## config.mk

```make
export PLATFORM = sky130hd
export DESIGN_NAME = dhc_debug_halt
export DESIGN_NICKNAME = d
export VERILOG_FILES = /design/src/rtl/dhc_watch_cmp.v /design/src/rtl/dhc_debug_halt.v
export VERILOG_INCLUDE_DIRS = /design/src /design/src/shared
export SDC_FILE = /design/constraint.sdc
export NUM_CORES = 1
export LEC_CHECK = 0
export ABC_CLOCK_PERIOD_IN_PS = 2340
export BUFFER_PORTS_ARGS = -buffer_cell sky130_fd_sc_hd__buf_2
export CORE_AREA = 4 4 142 144
export DETAILED_ROUTE_END_ITERATION = 16
export DIE_AREA = 0 0 146 148
export PLACE_DENSITY = 0.46
export SLEW_MARGIN = 0
export SYNTH_ARGS = -nofsm -noshare
export SYNTH_HDL_FRONTEND = slang
export SYNTH_HIERARCHICAL = 1
export SYNTH_SLANG_ARGS = --single-unit
```

## constraint.sdc

```tcl
create_clock -name clk -period 2.34 [get_ports clk]
set_input_delay 0.351 -clock clk [delete_from_list [all_inputs] [get_ports clk]]
set_output_delay 0.351 -clock clk [all_outputs]
set_load 0.005 [all_outputs]
```

## src/shared/dhc_consts.vh

```
`ifndef DHC_CONSTS_VH
`define DHC_CONSTS_VH
`define DHC_EXT_W      2
`define DHC_NUM_CMP    2
`define DHC_ADDR_W     32
`define DHC_DATA_W     32
`define DHC_CTRL_W     4
`define DHC_ST_RUN     4'h1
`define DHC_ST_FETCH   4'h2
`define DHC_ST_DRAIN   4'h4
`define DHC_ST_HALT    4'h8
`endif

```

## src/rtl/dhc_watch_cmp.v

```verilog
`timescale 1ns/1ps
`default_nettype none
`include "dhc_consts.vh"
// One watchpoint comparator: masked compare of address, data, control and
// the external condition. The enable bit is deliberately not an input.
module dhc_watch_cmp #(
  parameter AW = `DHC_ADDR_W,
  parameter DW = `DHC_DATA_W,
  parameter CW = `DHC_CTRL_W,
  parameter EW = `DHC_EXT_W
) (
  input  wire [AW-1:0] addr,
  input  wire [DW-1:0] data,
  input  wire [CW-1:0] ctrl,
  input  wire [EW-1:0] ext,
  input  wire [AW-1:0] addrVal,
  input  wire [AW-1:0] addrMask,
  input  wire [DW-1:0] dataVal,
  input  wire [DW-1:0] dataMask,
  input  wire [CW-1:0] ctrlVal,
  input  wire [CW-1:0] ctrlMask,
  input  wire [EW-1:0] extVal,
  input  wire [EW-1:0] extMask,
  output wire          match
);
  // Mask bit high means the bit is ignored.
  assign match = (((addr ^ addrVal) & ~addrMask) == {AW{1'b0}}) &&
                 (((data ^ dataVal) & ~dataMask) == {DW{1'b0}}) &&
                 (((ctrl ^ ctrlVal) & ~ctrlMask) == {CW{1'b0}}) &&
                 (((ext ^ extVal) & ~extMask) == {EW{1'b0}});
endmodule // dhc_watch_cmp
`default_nettype wire

```

## src/rtl/dhc_debug_halt.v

```verilog
`timescale 1ns/1ps
`default_nettype none
`include "dhc_consts.vh"
module dhc_debug_halt #(
  parameter AW = `DHC_ADDR_W,
  parameter DW = `DHC_DATA_W,
  parameter CW = `DHC_CTRL_W,
  parameter EW = `DHC_EXT_W,
  parameter NC = `DHC_NUM_CMP
) (
  input  wire             clk,
  input  wire             reset,
  input  wire             ext_halt_tag_in,
  input  wire             halt_request_in,
  input  wire             halt_logic_enable_in,
  input  wire [EW-1:0]    external_condition_in,
  input  wire             accessValid,
  input  wire             accessIsFetch,
  input  wire             fetchExecuted,
  input  wire             fetchFlushed,
  input  wire             instrDone,
  input  wire             restartReq,
  input  wire [AW-1:0]    busAddr,
  input  wire [DW-1:0]    busData,
  input  wire [CW-1:0]    busCtrl,
  input  wire [NC*AW-1:0] cmpAddrVal,
  input  wire [NC*AW-1:0] cmpAddrMask,
  input  wire [NC*DW-1:0] cmpDataVal,
  input  wire [NC*DW-1:0] cmpDataMask,
  input  wire [NC*CW-1:0] cmpCtrlVal,
  input  wire [NC*CW-1:0] cmpCtrlMask,
  input  wire [NC*EW-1:0] cmpExtVal,
  input  wire [NC*EW-1:0] cmpExtMask,
  input  wire [NC-1:0]    cmpBreakEn,
  input  wire [NC-1:0]    cmpWatchEn,
  input  wire             rxWrite,
  input  wire             rxRead,
  input  wire             txWrite,
  input  wire             txRead,
  output reg              halted_ack_out,
  output reg              comms_rx_full_out,
  output reg              comms_tx_empty_out,
  output reg  [NC-1:0]    watch_match_out,
  output reg              coreHalted
);
  localparam [3:0] ST_RUN   = `DHC_ST_RUN;
  localparam [3:0] ST_FETCH = `DHC_ST_FETCH;
  localparam [3:0] ST_DRAIN = `DHC_ST_DRAIN;
  localparam [3:0] ST_HALT  = `DHC_ST_HALT;

  reg  [3:0]    state_q;
  reg  [3:0]    state_d;
  reg           rxFull_q;
  reg           txEmpty_q;
  wire [NC-1:0] cmpMatch;
  wire          bkptHit;
  wire          watchHit;
  wire          tagFetch;
  wire          tagData;
  wire          reqHalt;

  genvar g;
  generate
    for (g = 0; g < NC; g = g + 1)
    begin : gCmp
      dhc_watch_cmp #(
        .AW(AW),
        .DW(DW),
        .CW(CW),
        .EW(EW)
      ) uCmp (
        .addr     (busAddr),
        .data     (busData),
        .ctrl     (busCtrl),
        .ext      (external_condition_in),
        .addrVal  (cmpAddrVal[g*AW +: AW]),
        .addrMask (cmpAddrMask[g*AW +: AW]),
        .dataVal  (cmpDataVal[g*DW +: DW]),
        .dataMask (cmpDataMask[g*DW +: DW]),
        .ctrlVal  (cmpCtrlVal[g*CW +: CW]),
        .ctrlMask (cmpCtrlMask[g*CW +: CW]),
        .extVal   (cmpExtVal[g*EW +: EW]),
        .extMask  (cmpExtMask[g*EW +: EW]),
        .match    (cmpMatch[g])
      );
    end
  endgenerate

  // Halt sources are synchronous to clk by the far party's contract.
  assign bkptHit  = halt_logic_enable_in & accessValid &
                    (ext_halt_tag_in | |(cmpMatch & cmpBreakEn));
  assign watchHit = halt_logic_enable_in & accessValid &
                    ~accessIsFetch & |(cmpMatch & cmpWatchEn);
  assign tagFetch = bkptHit & accessIsFetch;
  assign tagData  = (bkptHit & ~accessIsFetch) | watchHit;
  assign reqHalt  = halt_logic_enable_in & halt_request_in;

  always @*
  begin
    state_d = state_q;
    case (state_q)
      ST_RUN:
      begin
        if ((tagData | reqHalt) & instrDone)
          state_d = ST_HALT;
        else if (tagData | reqHalt)
          state_d = ST_DRAIN;
        else if (tagFetch)
          state_d = ST_FETCH;
      end
      ST_FETCH:
      begin
        if (fetchExecuted)
          state_d = ST_HALT;
        else if (tagData | reqHalt)
          state_d = ST_DRAIN;
        else if (fetchFlushed)
          state_d = ST_RUN;
      end
      ST_DRAIN:
      begin
        if (instrDone)
          state_d = ST_HALT;
      end
      ST_HALT:
      begin
        if (restartReq)
          state_d = ST_RUN;
      end
      default:
        state_d = ST_RUN;
    endcase
    // A dropped enable abandons any pending or active halt.
    if (!halt_logic_enable_in)
      state_d = ST_RUN;
  end

  always @(posedge clk or posedge reset)
  begin
    if (reset)
    begin
      state_q            <= ST_RUN;
      rxFull_q           <= 1'b0;
      txEmpty_q          <= 1'b1;
      halted_ack_out     <= 1'b0;
      coreHalted         <= 1'b0;
      comms_rx_full_out  <= 1'b0;
      comms_tx_empty_out <= 1'b1;
      watch_match_out    <= {NC{1'b0}};
    end
    else
    begin
      state_q <= state_d;
      // Write wins over a read in the same cycle so no word is lost.
      if (rxWrite)
        rxFull_q <= 1'b1;
      else if (rxRead)
        rxFull_q <= 1'b0;
      if (txWrite)
        txEmpty_q <= 1'b0;
      else if (txRead)
        txEmpty_q <= 1'b1;
      halted_ack_out     <= (state_d == ST_HALT) & halt_logic_enable_in;
      coreHalted         <= (state_d == ST_HALT);
      comms_rx_full_out  <= rxWrite | (rxFull_q & ~rxRead);
      comms_tx_empty_out <= ~txWrite & (txEmpty_q | txRead);
      watch_match_out    <= cmpMatch;
    end
  end
endmodule // dhc_debug_halt
`default_nettype wire

```

==> impl_results.rst <==
.. list-table::
   :header-rows: 1

   * - Metric
     - Value
   * - Slack of the worst reg-to-reg path
     - 780 ps
   * - Final worst slack
     - -107 ps
   * - Area fraction of the dominant cell type after synthesis
     - 0.499
   * - Sequence of cells on the critical path
     - buf_2 -> xnor2_1 -> o22ai_1 -> nor4_1 -> buf_4 -> nand4_1 -> nor3_4 -> a221oi_2 -> a221oi_2 -> nand3_1 -> a21oi_1
   * - Worst slew margin relative to its limit
     - 0.660
   * - GR Util All Layers
     - 0.127
   * - Maximum root-to-sink buffer count
     - 2
   * - Clock network latency to the later pin of the worst-skew pair
     - 240 ps
   * - Length of routed met3 wiring
     - 1220 um
   * - Vias
     - 3662
   * - Leakage component of the power
     - 2.35 nW
   * - Vias per cell
     - 3.98
   * - Pin count of the biggest net entering global routing
     - 13
   * - Routability congestion estimate from global placement
     - 0.832
   * - P per Cell Area
     - 295 nW/um2
   * - Number of storage elements in the synthesis netlist
     - 12
   * - Crit path from
     - cmpDataVal[41]
   * - Number of endpoints with negative hold slack in the final report
     - 0
   * - Gate count of the mapped netlist
     - 297
   * - Class of the most critical hold timing path
     - in2async
   * - Area used by multi-input combinational logic
     - 2250 um2
   * - Detailed Route WL
     - 15200 um
   * - Dominant register cell in the synthesized netlist
     - sky130_fd_sc_hd__dfrtp_1
   * - Worst R2R Start
     - state_q[3]
   * - Cell at the slowest stage of the critical path
     - sky130_fd_sc_hd__a221oi_2
   * - Kind of critical path
     - in2reg
   * - Distinct cell type count of the synthesized netlist
     - 31
   * - Worst R2R Path Depth
     - 4
   * - Initial drt markers
     - 82
   * - Max IR drop VDD
     - 200 uV
   * - Most frequent cells in the layout
     - 367 x sky130_fd_sc_hd__buf_2, 133 x sky130_fd_sc_hd__xnor2_1, 67 x sky130_fd_sc_hd__o22ai_1, 15 x sky130_fd_sc_hd__nor4_1, 10 x sky130_fd_sc_hd__buf_4
   * - Starting density of the core
     - 0.131
   * - Number of global-route vias before repair
     - 3904
   * - Setup repair after global routing missed its margin
     - yes
   * - Total Die Area
     - 21600 um2
   * - Final cell count without fillers
     - 919
   * - Number of synthesized flops with an enable pin
     - 0
   * - Wire length of the first global-routing pass
     - 21600 um
   * - Area of the mapped netlist
     - 2460 um2
   * - Cell occurring most often along the worst timing path
     - sky130_fd_sc_hd__a221oi_2
   * - Die extent in x
     - 146 um
   * - Highest metal used
     - met4
   * - Critical path's top delay family
     - simple AND/OR/NAND/NOR gates
   * - Site row count
     - 50
   * - Antenna violations before repair
     - 0
   * - Number of nets with antenna violations after detailed routing
     - 0
   * - Crit Path Max Fanout
     - 3
   * - Leading cell type in the layout, fill and taps excluded
     - sky130_fd_sc_hd__buf_2
   * - Clock edge transition at the registers on the reported setup and hold paths
     - 50 ps
   * - # clock sinks
     - 12
   * - I/O pin cnt
     - 375
   * - Max-slew violation total from the final report
     - 0
   * - Placeable Area
     - 18700 um2
   * - Endpoint class of the critical path
     - register
   * - Violations in the final reports
     - setup timing
   * - Estimated wirelength of the detail-placed design
     - 14200 um
   * - Inst Count DP
     - 913
   * - Reported max-cap violation count
     - 0
   * - Arrival time worst endpoint
     - 2610 ps
   * - Post-route fraction of the period consumed by the critical path
     - 1.05
   * - Fraction of layout cells with a size suffix above 1
     - 0.605
   * - Number of design rule violations left after detail routing
     - 0
   * - Slowest stage delay, CP
     - 350 ps
   * - Pre-Repair DR Iteration Count
     - 4
   * - Setup slack after placement
     - -638 ps
   * - Outcome
     - complete, but fails checks
   * - WP data required
     - 2500 ps
   * - Syn nets
     - 666
   * - Final setup violation count
     - 6
   * - Avg Cell Area, Syn
     - 8.28 um2
   * - Fill cell total of the finished layout
     - 2090
   * - Post-synthesis cell type with the largest combined area
     - sky130_fd_sc_hd__xnor2_1
   * - Average wire per cell in the routed design
     - 16.5 um
   * - Area growth, synth to finish
     - 102%
   * - Logic depth of the worst path, buffers included
     - 11
   * - Worst path bufs/invs
     - 2
   * - Main area contributors after synthesis
     - sky130_fd_sc_hd__xnor2_1 50%, sky130_fd_sc_hd__o22ai_1 18%, sky130_fd_sc_hd__dfrtp_1 9.2%, sky130_fd_sc_hd__nor4_1 4.3%, sky130_fd_sc_hd__dfstp_2 3.2%
   * - Capture point of the critical path
     - halted_ack_out
   * - Number of H-tree levels
     - 1
   * - Least-Margin Pin Slew
     - 506 ps
   * - Global route overflow
     - 0
   * - Wl on met1
     - 5740 um
   * - CTS tree
     - done
   * - Minimum clock period
     - 2450 ps
   * - Met2 wire len
     - 7970 um
   * - Nature of the critical path startpoint
     - input port
   * - Seq/Total Area, Yosys
     - 0.124
   * - Final layout net count
     - 1054
   * - Area of all sequential standard cells
     - 304 um2
   * - Worst reg2reg endpoint
     - state_q[1]
   * - Die H
     - 148 um
   * - Clock root cell
     - sky130_fd_sc_hd__clkbuf_16
   * - # port buffers
     - 374
   * - Number of buffers created by CTS
     - 3
   * - Max Clock Freq
     - 0.409 GHz
   * - Yosys Warn Count
     - 6
   * - Clk_skew
     - 0.775 ps
   * - Proportion of synthesized flip-flops having asynchronous set or reset
     - 1.00
[cell usage after synthesis, types with 2 or more instances]
master,instances
sky130_fd_sc_hd__xnor2_1,140
sky130_fd_sc_hd__o22ai_1,70
sky130_fd_sc_hd__nor4_1,17
sky130_fd_sc_hd__dfrtp_1,9
sky130_fd_sc_hd__a21oi_1,6
sky130_fd_sc_hd__inv_1,6
sky130_fd_sc_hd__nor2_1,6
sky130_fd_sc_hd__nand2b_1,4
sky130_fd_sc_hd__nand3_1,4
sky130_fd_sc_hd__nor3_1,4
sky130_fd_sc_hd__dfstp_2,3
sky130_fd_sc_hd__nor3_2,3
sky130_fd_sc_hd__a21o_1,2
sky130_fd_sc_hd__a221oi_1,2
sky130_fd_sc_hd__nand2_1,2
sky130_fd_sc_hd__nand4_1,2
sky130_fd_sc_hd__o21a_1,2
sky130_fd_sc_hd__o221ai_2,2
[repair_timing]
item	in CTS	in global routing
resized for setup	14	23
pin swaps	17	21
hold buffers	0	0
endpoints found under the setup margin	6	6
setup buffers	0	1
[worst register-to-register path, stage by stage, from the launching register on]
cell                       delay [ps]
sky130_fd_sc_hd__dfrtp_1          450
sky130_fd_sc_hd__nand2b_1         200
sky130_fd_sc_hd__nor3_1           400
sky130_fd_sc_hd__o221ai_2         240
sky130_fd_sc_hd__nor3_2           200
[routing by layer]
metal / vias to the layer above / GRT usage
li1: 1891 / -
met1: 1565 / 0.147
met2: 196 / 0.241
met3: 10 / 0.0270
met4: 0 / 0.0249
met5: - / 0
[through the flow]
step | hold WS (ps) | power [mW] | TNS, ps | cell area (um2) | utilization
floorplan | 214 | 0.607 | 0 | 2460 | -
global placement | 398 | 1.09 | -3420 | 4680 | 0.250
detailed placement | 403 | 1.09 | -3590 | 4680 | 0.250
CTS | 153 | 1.47 | -273 | 4850 | 0.259
global route | 190 | 1.57 | -1390 | 4970 | 0.266
finish | 134 | 1.47 | -387 | 4970 | 0.266
[kinds of logic (layout without fill, tap and decap cells)]
family / after synthesis / count (layout) / synth area share
xor gates and xnor gates: 140 / 140 / 0.499
AOI/OAI and AO/OA: 89 / 89 / 0.240
and+or+nand+nor: 49 / 49 / 0.124
DFF: 12 / 12 / 0.124
buffers and inverters: 7 / 394 / 0.0137
other: 0 / 1 / 0
[worst min-delay path by stage]
stage / end / depth (start not counted)
6_report: watch_match_out[0] / 2
5_1_grt: watch_match_out[1] / 2
4_1_cts: watch_match_out[0] / 2
3_5_place_dp: watch_match_out[1] / 2
3_3_place_gp: watch_match_out[1] / 2
2_1_floorplan: comms_rx_full_out / 1
[sequential cells by signal (all words and copies together), names as in the netlist]
register and cells:
state_q 4, txEmpty_q 1, watch_match_out 2, comms_rx_full_out 1
halted_ack_out 1, rxFull_q 1, comms_tx_empty_out 1, coreHalted 1
[area by class of cell]
cell class                      instances  area share
Multi-Input combinational cell        278       0.453
Timing Repair Buffer                  384       0.404
Sequential cell                        12      0.0612
Tap cell                              234      0.0589
Clock buffer                            4      0.0179
Inverter                                6     0.00453
Antenna cell                            1    0.000504
[power by group]
| part | leakage [nW] | internal (mW) | total (mW) | switching, mW |
|---|---|---|---|---|
| clock | 0.0442 | 0.258 | 0.350 | 0.0913 |
| sequential | 0.150 | 0.222 | 0.231 | 0.00951 |
| combinational | 2.15 | 0.519 | 0.887 | 0.368 |
| total | 2.35 | 0.999 | 1.47 | 0.469 |
Power figures use the tool's default switching activity.
